`src/dbb_pkg.sv`:
```
// package for the demultiplexed burst bus master: widths, codes and types.
// assumes one 25 MHz clock domain and a core-side request port.
package dbb_pkg;
    localparam int          DATA_W        = 32;
    localparam int          WADDR_W       = 30;
    localparam int          WAIT_W        = 5;
    localparam int          FIFO_DEPTH    = 8;
    localparam int          FIFO_CNT_W    = 4;
    localparam logic [1:0]  WIDTH_8       = 2'h0;
    localparam logic [1:0]  WIDTH_16      = 2'h1;
    localparam logic [1:0]  WIDTH_32      = 2'h2;
    localparam logic [3:0]  OE_MASK_8     = 4'hE;
    localparam logic [3:0]  OE_MASK_16    = 4'hC;
    localparam logic [3:0]  OE_MASK_32    = 4'h0;
    localparam logic [3:0]  OE_ALL_OFF    = 4'hF;
    localparam logic [3:0]  LANES_IDLE_N  = 4'hF;
    localparam logic        DIR_RESET     = 1'h0;
    localparam logic [1:0]  WORD_STEP     = 2'h1;

    typedef enum logic [1:0] {
        ST_IDLE,
        ST_ADDR,
        ST_DATA,
        ST_SUSP
    } dbb_state_type;

    typedef struct packed {
        logic [31:0]       addr;      // byte address
        logic              is_read;
        logic [1:0]        width;     // region width code
        logic [3:0]        byte_en;   // active high byte enables
        logic [1:0]        beats_m1;  // words in burst minus one
        logic              ready_en;  // region honours the ready pin
        logic [WAIT_W-1:0] waits;     // programmed wait states per word
    } dbb_req_type;

    typedef struct packed {
        dbb_state_type      state;
        dbb_req_type        req;
        logic [1:0]         beat;
        logic [WAIT_W-1:0]  cnt;
        logic [WADDR_W-1:0] word_addr;
        logic [3:0]         lanes_n;
        logic               dir;
        logic               strobe_n;
        logic               final_n;
        logic               addr_oe_n;
        logic               lane_oe_n;
        logic               ctl_oe_n;
        logic               final_oe_n;
        logic [3:0]         data_oe_n;
        logic [DATA_W-1:0]  dout;
        logic [DATA_W-1:0]  rd_data;
        logic               rd_valid;
        logic               req_ready;
        logic               busy;
        logic               float_s1;
        logic               float_s2;
    } dbb_bus_state_type;
endpackage

```
`src/dbb_bus_master.sv`:
```
// write data FIFO and demultiplexed burst bus master (address, data,
// lane selects, direction, strobe, final transfer).
// assumes hold_backoff_in comes from arbitration logic on clk_sys_in;
// ready and data pins are synchronous, test_float_mode_in is not.
//
// How it works
// - test float mode releases every bus pin
// - outputs and samples move on system clock
// - hold or backoff floats address, data, control
// - reset floats buses, lanes high, direction low
// - bus carries word address, upper 30 bits
// - burst steps two low word-address bits
// - data lines used follow region width
// - 32-bit region: lane selects are byte enables
// - 16-bit region: high enable, A1, low enable
// - 8-bit region: lanes 1,0 carry A1,A0
// - direction high for reads, low for writes
// - direction changes only with the strobe
// - direction held valid through whole access
// - strobe low for first clock of access
// - ready sampled after waits, extends transfer
// - final transfer marked when wait count ends
`timescale 1ns/10ps
`default_nettype none

module dbb_fifo
    import dbb_pkg::*;
#(
    parameter int WIDTH = 32,
    parameter int DEPTH = 8
) (
    input  wire logic             clk_sys_in,    // system clock
    input  wire logic             rst_in,        // async reset, high
    input  wire logic             in_valid_in,   // push request
    output logic                  in_ready_out,  // room for a word
    input  wire logic [WIDTH-1:0] in_data_in,    // pushed word
    output logic                  out_valid_out, // head word present
    input  wire logic             out_ready_in,  // pop request
    output logic      [WIDTH-1:0] out_data_out,  // head word
    output logic      [WIDTH-1:0] out_next_out,  // word behind head
    output logic [FIFO_CNT_W-1:0] count_out      // words held
);
    localparam int PTR_W = $clog2(DEPTH);

    typedef struct packed {
        logic [PTR_W-1:0]      wr_ptr;
        logic [PTR_W-1:0]      rd_ptr;
        logic [FIFO_CNT_W-1:0] count;
        logic                  room;
    } dbb_fifo_state_type;

    dbb_fifo_state_type s_ff;
    dbb_fifo_state_type nxt_s;
    logic [WIDTH-1:0]   mem_ff [DEPTH];
    logic               push;
    logic               pop;

    assign push          = in_valid_in && s_ff.room;
    assign pop           = out_ready_in && (s_ff.count != '0);
    assign in_ready_out  = s_ff.room;
    assign out_valid_out = (s_ff.count != '0);
    assign out_data_out  = mem_ff[s_ff.rd_ptr];
    assign out_next_out  = mem_ff[PTR_W'(s_ff.rd_ptr + 1'b1)];
    assign count_out     = s_ff.count;

    always_comb begin
        nxt_s = s_ff;
        if (push) begin
            nxt_s.wr_ptr = PTR_W'(s_ff.wr_ptr + 1'b1);
        end
        if (pop) begin
            nxt_s.rd_ptr = PTR_W'(s_ff.rd_ptr + 1'b1);
        end
        nxt_s.count = FIFO_CNT_W'(s_ff.count + push - pop);
        nxt_s.room  = (nxt_s.count != FIFO_CNT_W'(DEPTH));
    end

    always_ff @(posedge clk_sys_in or posedge rst_in) begin
        if (rst_in) begin
            s_ff <= '0;
        end else begin
            s_ff <= nxt_s;
        end
    end

    always_ff @(posedge clk_sys_in) begin
        if (push) begin
            mem_ff[s_ff.wr_ptr] <= in_data_in;
        end
    end
endmodule // dbb_fifo

module dbb_bus_master
    import dbb_pkg::*;
(
    input  wire logic               clk_sys_in,        // 25 MHz clock
    input  wire logic               rst_in,            // async reset, high
    input  wire logic               req_valid_in,      // access request
    input  wire dbb_req_type        req_in,            // access descriptor
    output logic                    req_ready_out,     // may take request
    output logic                    busy_out,          // access running
    input  wire logic               wr_valid_in,       // write word valid
    input  wire logic [DATA_W-1:0]  wr_data_in,        // write word
    output logic                    wr_ready_out,      // FIFO has room
    output logic      [DATA_W-1:0]  rd_data_out,       // read word
    output logic                    rd_valid_out,      // read word pulse
    input  wire logic               hold_backoff_in,   // hold ack or backoff
    input  wire logic               test_float_mode_in,// pin: float all
    input  wire logic               ready_n_in,        // pin: ready, low
    output logic [WADDR_W-1:0]      word_address_bus_out,   // WORD_ADDRESS_BUS level
    output logic                    word_address_oe_n_out,  // addr enable
    input  wire logic [DATA_W-1:0]  bidir_data_bus_in,      // data pins in
    output logic      [DATA_W-1:0]  bidir_data_bus_out,     // data pins out
    output logic      [3:0]         bidir_data_bus_oe_n_out,// per byte
    output logic      [3:0]         lane_select_n_out,      // lane selects
    output logic                    lane_select_oe_n_out,   // lane enable
    output logic                    read_direction_out,     // high = read
    output logic                    address_strobe_n_out,   // strobe, low
    output logic                    control_oe_n_out,       // dir/strobe oe
    output logic                    final_transfer_n_out,   // last, low
    output logic                    final_transfer_oe_n_out // last oe
);
    dbb_bus_state_type s_ff;
    dbb_bus_state_type nxt_s;
    logic                  pop;
    logic                  beat_ok;
    logic                  data_ok;
    logic                  fifo_valid;
    logic [DATA_W-1:0]     fifo_head;
    logic [DATA_W-1:0]     fifo_next;
    logic [FIFO_CNT_W-1:0] fifo_count;
    logic [3:0]            cur_mask;
    logic [DATA_W-1:0]     rd_keep;

    dbb_fifo #(
        .WIDTH (DATA_W),
        .DEPTH (FIFO_DEPTH)
    ) u_wr_fifo (
        .clk_sys_in    (clk_sys_in),
        .rst_in        (rst_in),
        .in_valid_in   (wr_valid_in),
        .in_ready_out  (wr_ready_out),
        .in_data_in    (wr_data_in),
        .out_valid_out (fifo_valid),
        .out_ready_in  (pop),
        .out_data_out  (fifo_head),
        .out_next_out  (fifo_next),
        .count_out     (fifo_count)
    );

    function automatic logic [3:0] lanes_for(input logic [1:0] width,
                                             input logic [1:0] a,
                                             input logic [3:0] be);
        case (width)
            WIDTH_8:  lanes_for = {2'h3, a[1], a[0]};
            WIDTH_16: lanes_for = {~be[1], 1'b1, a[1], ~be[0]};
            default:  lanes_for = ~be;
        endcase
    endfunction

    function automatic logic [3:0] oe_mask(input logic [1:0] width);
        case (width)
            WIDTH_8:  oe_mask = OE_MASK_8;
            WIDTH_16: oe_mask = OE_MASK_16;
            default:  oe_mask = OE_MASK_32;
        endcase
    endfunction

    // ready is a synchronous pin, looked at only once the waits run out
    assign beat_ok = (s_ff.cnt == '0) &&
                     (!s_ff.req.ready_en || !ready_n_in);
    assign cur_mask = oe_mask(s_ff.req.width);
    for (genvar b = 0; b < 4; b++) begin : g_keep
        assign rd_keep[8*b +: 8] = {8{~cur_mask[b]}};
    end
    // a write starts only with all of its words already buffered
    assign data_ok = req_in.is_read ||
                     (fifo_count >= FIFO_CNT_W'({2'h0, req_in.beats_m1} + 1));

    always_comb begin
        nxt_s          = s_ff;
        pop            = 1'b0;
        nxt_s.float_s1 = test_float_mode_in;
        nxt_s.float_s2 = s_ff.float_s1;
        nxt_s.rd_valid = 1'b0;
        nxt_s.strobe_n = 1'b1;
        case (s_ff.state)
            ST_IDLE: begin
                if (req_valid_in && s_ff.req_ready && data_ok) begin
                    nxt_s.req       = req_in;
                    nxt_s.beat      = '0;
                    nxt_s.word_addr = req_in.addr[31:2];
                    nxt_s.dir       = req_in.is_read;
                    nxt_s.lanes_n   = lanes_for(req_in.width,
                                                req_in.addr[1:0],
                                                req_in.byte_en);
                    nxt_s.cnt       = req_in.waits;
                    nxt_s.strobe_n  = 1'b0;
                    nxt_s.dout      = fifo_head;
                    nxt_s.state     = ST_ADDR;
                end
            end
            ST_ADDR: begin
                nxt_s.state = hold_backoff_in ? ST_SUSP : ST_DATA;
            end
            ST_DATA: begin
                if (hold_backoff_in) begin
                    nxt_s.state = ST_SUSP;
                end else if (s_ff.cnt != '0) begin
                    nxt_s.cnt = WAIT_W'(s_ff.cnt - 1'b1);
                end else if (beat_ok) begin
                    if (s_ff.req.is_read) begin
                        nxt_s.rd_data  = bidir_data_bus_in & rd_keep;
                        nxt_s.rd_valid = 1'b1;
                    end else begin
                        pop = fifo_valid;
                    end
                    if (s_ff.beat == s_ff.req.beats_m1) begin
                        nxt_s.state = ST_IDLE;
                    end else begin
                        nxt_s.beat = s_ff.beat + 2'h1;
                        // only the two low word bits move
                        nxt_s.word_addr[1:0] = s_ff.word_addr[1:0] +
                                               WORD_STEP;
                        nxt_s.cnt  = s_ff.req.waits;
                        nxt_s.dout = fifo_next;
                    end
                end
            end
            ST_SUSP: begin
                // backoff resumes with a fresh strobe on the same word
                if (!hold_backoff_in) begin
                    nxt_s.strobe_n = 1'b0;
                    nxt_s.cnt      = s_ff.req.waits;
                    nxt_s.state    = ST_ADDR;
                end
            end
            default: begin
                nxt_s.state = ST_IDLE;
            end
        endcase
        nxt_s.final_n    = !(nxt_s.state == ST_DATA &&
                             nxt_s.beat == nxt_s.req.beats_m1 &&
                             nxt_s.cnt == '0);
        nxt_s.addr_oe_n  = s_ff.float_s2 || hold_backoff_in;
        nxt_s.lane_oe_n  = s_ff.float_s2 || hold_backoff_in;
        nxt_s.ctl_oe_n   = s_ff.float_s2 || hold_backoff_in;
        nxt_s.final_oe_n = s_ff.float_s2 || hold_backoff_in;
        if (s_ff.float_s2 || hold_backoff_in || nxt_s.req.is_read ||
            !(nxt_s.state == ST_ADDR || nxt_s.state == ST_DATA)) begin
            nxt_s.data_oe_n = OE_ALL_OFF;
        end else begin
            nxt_s.data_oe_n = oe_mask(nxt_s.req.width);
        end
        nxt_s.busy      = (nxt_s.state != ST_IDLE);
        nxt_s.req_ready = (nxt_s.state == ST_IDLE) && !s_ff.float_s2;
    end

    // direction is left alone between accesses, so it stays valid
    always_ff @(posedge clk_sys_in or posedge rst_in) begin
        if (rst_in) begin
            s_ff            <= '0;
            s_ff.state      <= ST_IDLE;
            s_ff.lanes_n    <= LANES_IDLE_N;
            s_ff.dir        <= DIR_RESET;
            s_ff.strobe_n   <= 1'b1;
            s_ff.final_n    <= 1'b1;
            s_ff.addr_oe_n  <= 1'b1;
            s_ff.data_oe_n  <= OE_ALL_OFF;
        end else begin
            s_ff <= nxt_s;
        end
    end

    assign req_ready_out           = s_ff.req_ready;
    assign busy_out                = s_ff.busy;
    assign rd_data_out             = s_ff.rd_data;
    assign rd_valid_out            = s_ff.rd_valid;
    assign word_address_bus_out    = s_ff.word_addr;
    assign word_address_oe_n_out   = s_ff.addr_oe_n;
    assign bidir_data_bus_out      = s_ff.dout;
    assign bidir_data_bus_oe_n_out = s_ff.data_oe_n;
    assign lane_select_n_out       = s_ff.lanes_n;
    assign lane_select_oe_n_out    = s_ff.lane_oe_n;
    assign read_direction_out      = s_ff.dir;
    assign address_strobe_n_out    = s_ff.strobe_n;
    assign control_oe_n_out        = s_ff.ctl_oe_n;
    assign final_transfer_n_out    = s_ff.final_n;
    assign final_transfer_oe_n_out = s_ff.final_oe_n;
endmodule // dbb_bus_master

`default_nettype wire

```
`config.mk`:
```
export PLATFORM = sky130hd
export DESIGN_NAME = dbb_bus_master
export DESIGN_NICKNAME = d
export VERILOG_FILES = /design/src/dbb_pkg.sv /design/src/dbb_bus_master.sv
export SDC_FILE = /design/constraint.sdc
export NUM_CORES = 1
export LEC_CHECK = 0
export ABC_CLOCK_PERIOD_IN_PS = 12200
export BUFFER_PORTS_ARGS = -buffer_cell sky130_fd_sc_hd__buf_2
export CAP_MARGIN = 20
export CORE_UTILIZATION = 30
export CTS_BUF_LIST = sky130_fd_sc_hd__clkbuf_8
export CTS_CLUSTER_DIAMETER = 100
export DETAILED_ROUTE_END_ITERATION = 6
export GPL_ROUTABILITY_DRIVEN = 1
export GPL_TIMING_DRIVEN = 0
export HOLD_SLACK_MARGIN = 0.05
export PLACE_DENSITY_LB_ADDON = 0.25
export SYNTH_ARGS = -nofsm -noshare
export SYNTH_HDL_FRONTEND = slang
export SYNTH_HIERARCHICAL = 1
export SYNTH_SLANG_ARGS = --single-unit
```
`constraint.sdc`:
```
create_clock -name clk_sys_in -period 12.2 [get_ports clk_sys_in]
set_input_delay 1.22 -clock clk_sys_in [delete_from_list [all_inputs] [get_ports clk_sys_in]]
set_output_delay 1.22 -clock clk_sys_in [all_outputs]
set_load 0.1 [all_outputs]
```
== Word-level counts from Yosys, hierarchy flattened ==
Memories as Yosys holds them, arrays and structs flattened.
Cells that the tools add are included.
Storage, ports and cells
  flip-flop bits (word level): 179
  word-level logic and storage cells: 142
  output and inout port bits: 113
  input port bits: 118
  memories: 1
  RAM bits: 256
Memory list
  u_wr_fifo.mem_ff: depth 8, width 32, read ports 2, clocked after memory_dff 0, wr ports 1, RTL line dbb_bus_master.sv:54  | logic [WIDTH-1:0] mem_ff [DEPTH];
Operators by class
  $add $sub $neg: 8
  $lt $le $gt $ge: 1
  equal/unequal tests: 16
  reductions and logical operators: 33
  mux-type cells: 43
  bitwise logic cells: 10
Operators by type and width (number)
  two-way mux 65 bit: 3
  two-way mux 92 bit: 1
  two-way mux 32 bit: 2
  one-hot mux 32 bit (2 select lines): 1
  two-way mux 33 bit: 1
  bitwise AND 32 bit: 1
  one-hot mux 4 bit (2 select lines): 3
  two-way mux 7 bit: 3
  two-way mux 2 bit: 10
  two-way mux 15 bit: 1
  one-hot mux 5 bit (3 select lines): 1
  equality test 2 x 1 -> 1 bit (second input constant): 5
  logical NOT 2 bit: 5
  logical NOT 5 bit: 2
  two-way mux 1 bit: 10
  two-way mux 5 bit: 2
  != test 2 bit (second input constant): 5
  logical AND 1 bit: 8
  NOT 1 bit: 8
  one-hot mux 2 bit (2 select lines): 2
  one-hot mux 2 bit (4 select lines): 1
  adder 3 x 1 -> 3 bit (second input constant): 2
  equality test 2 bit (second input constant): 3
  logical OR 1 bit: 6
  other kinds (18): 25

== Depth between registers and ports, before layout ==
  word-level depth: 12
  depth in mapped cells: 16
  depth with buffers taken out: 15

== By module ==
Netlist, hierarchy kept.
By module, submodules not included
  dbb_fifo: instances 1, sequential area each 7962.6 sq um, area each 12174.2 sq um, cells each 548
  dbb_bus_master: instances 1, sequential area each 3290.7 sq um, area each 6750.2 sq um, cells each 671

== Least setup slack after synthesis ==
No wires, ideal clock.
  path type: input port to flip-flop
  start point: in wr_valid_in
  end point: mem u_wr_fifo.mem_ff[0][0] (enable)
  path buffers: 0
  stages on the path: 3
  arrival: 3.895 ns
  setup slack: 7.844 ns
  setup time: 0.461 ns
  path through: nand2_1 or2_2 nor3_1
On the way
  cells in the longest elaborated chain, start to end: 3
RTL lines
  from (decl): RTL line dbb_bus_master.sv:102  | input wire logic wr_valid_in,
  logical AND 1 bit: RTL line dbb_bus_master.sv:58  | assign push = in_valid_in && s_ff.room;
  two-way mux 1 bit: RTL line dbb_bus_master.sv:87  | if (push) begin
  two-way mux 1 bit (not written as such): RTL line dbb_bus_master.sv:88  | mem_ff[s_ff.wr_ptr] <= in_data_in;
  to (decl): RTL line dbb_bus_master.sv:54
Every way passes these cells.

==> impl_metrics.json <==
{
  "overflow": 0,
  "post_cts_buffers": 0,
  "start_kind": "flip-flop",
  "synth_top_family_by_area": "multiplexers",
  "clk_pin_slew_ps": 60,
  "cap_violations": 0,
  "drt_pass1_iterations": 5,
  "finalPower_mw": 6.56,
  "syn_avg_cell_area_sq_um": 15.5,
  "swShare_pct": 44.6,
  "drt-initial-drc-count": 735,
  "root_buffer": "clkbuf_8",
  "min_period_over_period_pct": 35.0,
  "p_sw_mw": 2.92,
  "ff2ff_setup_slack_ps": 7930,
  "rsz0062_at_grt": "no",
  "viasPerCell": 4.82,
  "holdPathEnd": "s_ff[0]",
  "layout_common_cells": "edfxtp_1, buf_2, dfrtp_1",
  "synth-seq-cells": 398,
  "outcome": "finished, final reports clean",
  "async_flop_share_pct": 35.7,
  "tightest_slew_ps": 942,
  "io_pins": 231,
  "synth_simple_gate_area_share_pct": 4.16,
  "nets": 1677,
  "fp.dieW_um": 253,
  "power.share.sequential_pct": 29.5,
  "fin_tns_setup_ps": 0,
  "core-area_sq_mm": 0.0621,
  "worstPathArrival_ps": 4780,
  "synth_compound_area_share_pct": 5.16,
  "wl_per_cell_um": 20.9,
  "ir_drop_mv": 0.186,
  "insertion_delay_ps": 650,
  "ys_seq_area_share_pct": 59.5,
  "routed_wl_mm": 50.9,
  "cp_max_fo": 10,
  "yosys_warnings": 6,
  "areaGrowthSynthToFinish_pct": 21.4,
  "cts_hold_buffers": 0,
  "critical-path-slowest-cell": "clkbuf_1",
  "synth_cells": 1219,
  "cts_tree": "yes",
  "hp-class": "flip-flop to flip-flop",
  "powerDensity_mw_per_mm2": 285,
  "synth_edf_count": 256,
  "row_count": 91,
  "htree_levels": 3,
  "grt_max_degree": 69,
  "slew_violations": 0,
  "cts_sinks": 398,
  "fp.dieH_um": 253,
  "clkPwrFrac_pct": 20.4,
  "cts_resized": 0,
  "antenna_found_initial": 6,
  "r2r_end": "u_wr_fifo/in_ready_out",
  "clk_path_buf_depth": 3,
  "r2r_cells": 16,
  "synth_cell_types": 61,
  "final_cells": 2432,
  "synthAdderAreaFrac_pct": 1.43,
  "layout_min_cycle_time_ps": 4270,
  "dp_cells": 2301,
  "slew_headroom_pct": 37.1,
  "leakage_nw": 9.01,
  "min_delay_path_depth": 0,
  "critical_path_class": "flip-flop to flip-flop",
  "synth-main-ff-cell": "edfxtp_1",
  "fp.dieArea_sq_mm": 0.0641,
  "via_count": 11700,
  "worstPathCellList": "inv_1 > ha_1 > inv_1 > clkbuf_1 > clkbuf_1 > nor4b_1 > nand2_1 > inv_1 > ha_1 > inv_1 > ha_1 > inv_1 > fa_1 > xnor2_1 > nor4b_1 > mux2i_1",
  "min-delay-start": "nxt_s[0]",
  "synth_area_sq_mm": 0.0189,
  "syn_nets": 1358,
  "end_kind": "flip-flop",
  "final_common_cell": "edfxtp_1",
  "r2r-start": "s_ff[168]",
  "drcViolationCount": 0,
  "antenna_left": 0,
  "max_freq_mhz": 234,
  "n_antenna_cell": 0,
  "critPathRequiredTime_ps": 12710,
  "finalClockSkew_ps": 26.5,
  "slowest_delay_ps": 650,
  "synthXorXnorAreaFrac_pct": 0.463,
  "final_layout_size_suffix_gt1_share_pct": 48.2,
  "grtUsageTotal_pct": 16.1,
  "crit_start": "s_ff[168]",
  "finalHoldViolations": 0,
  "port_buffers": 230,
  "grt_pass1_vias": 12400,
  "synthMuxAreaShare_pct": 22.3,
  "grt_pass1_wl_mm": 76.2,
  "dp_hpwl_mm": 33.8,
  "routabilityCongestion": 0.843,
  "combPwrFrac_pct": 50.1,
  "cts_buffers": 72,
  "cp_common_cell": "inv_1",
  "p_int_mw": 3.63,
  "setup_viol": 0,
  "start_util_pct": 30.5
}
[synth_stat cells, drive strengths merged (2+ instances only)]
cell    number  area share [%]
nand2b       4            0.15
a21o         4            0.16
mux4       128              15
ha          20             1.3
clkbuf      26            0.52
a21oi       20            0.53
nor4b        5            0.23
a31oi        5            0.17
o221ai       3            0.14
and2         2           0.066
a22oi       32             1.3
o21a         4            0.16
mux2i        6            0.32
inv         30            0.59
dfrtp      132              17
o21ai       78             2.1
xnor2        5            0.23
mux2       113             6.7
o22a         2           0.093
buf        153             5.9
nor3b        2           0.079
nor2        25            0.54
or2          2           0.066
dfstp       10             1.4
xor2         5            0.23
nand2      107             2.1
nand3        9            0.24
edfxtp     256              41
nand3b       2           0.079
nor3         8            0.24
[power by group through the flow]
stage / clock network [mW] / logic (mW) / registers (mW)
finish: 1.33 / 3.29 / 1.93
global route: 1.43 / 3.48 / 1.97
CTS: 1.38 / 3.33 / 1.94
detailed placement: 0 / 3.32 / 1.96
global placement: 0 / 3.26 / 1.96
floorplan: 0 / 2.58 / 1.96
[cell type report]
| type | instances | area (sq um) |
|---|---|---|
| multi-input cells | 612 | 6390 |
| inverters | 30 | 118 |
| plain buffers | 179 | 1220 |
| clock inverters | 44 | 342 |
| flip-flops and latches | 398 | 11300 |
| repair buffers | 245 | 1400 |
| fillers | 5915 | 39100 |
| clock buffers | 87 | 1200 |
| well taps | 837 | 1050 |
[cells by family (layout without fill, tap and decap cells)]
| logic type | Yosys count | after routing |
|---|---|---|
| flip-flops | 398 | 398 |
| multiplexers | 247 | 247 |
| adder cells (fa/ha/maj) | 21 | 21 |
| buffers and inverters | 209 | 585 |
| XOR/XNOR | 10 | 10 |
| AND/OR/NAND/NOR | 174 | 174 |
| AO/OA/AOI/OAI | 160 | 160 |
[per-layer routing]
metal  wire length, um  track usage [%]  vias to the layer above
li1                  -                -                     5222
met1             21500             20.5                     5983
met2             24900             26.6                      401
met3              3200             4.07                      108
met4              1270             5.23                        8
met5                43                0                        -
[worst max-delay path by stage]
stage / end / cells after the start
detailed placement: u_wr_fifo/in_ready_out / 16
CTS: u_wr_fifo/in_ready_out / 16
floorplan: bidir_data_bus_out[0] / 1
global route: u_wr_fifo/in_ready_out / 16
finish: u_wr_fifo/in_ready_out / 16
global placement: u_wr_fifo/mem_ff[0][9] / 4
[stage by stage]
stage	hold slack [ps]	util (%)	cell area (sq um)	setup WS, ps
after detailed placement	338	34.5	21400	7910
after global placement	340	34.0	21100	4960
after floorplan	331	-	18900	7500
final	350	37.0	23000	7930
after CTS	352	37.0	23000	7890
after global routing	367	37.0	23000	7560
[worst max-delay path: cells and delay by family (launching register included)]
family                     cells  cell delay (ps)
buffers and inverters          7             1710
adders and majority gates      4             1090
and+or+nand+nor                3              650
xor gates and xnor gates       1              170
muxes                          1              120
DFF                            1              410
[registers in the layout, summed over array words and instances, names as in the netlist, 2 cells and up]
name / count
u_wr_fifo/count_out: 4
lane_select_n_out: 4
rd_data_out: 32
bidir_data_bus_oe_n_out: 3
s_ff: 49
u_wr_fifo/mem_ff: 256
bidir_data_bus_out: 32
u_wr_fifo/s_ff: 6
word_address_bus_out: 2
Power figures use the tool's default switching activity.
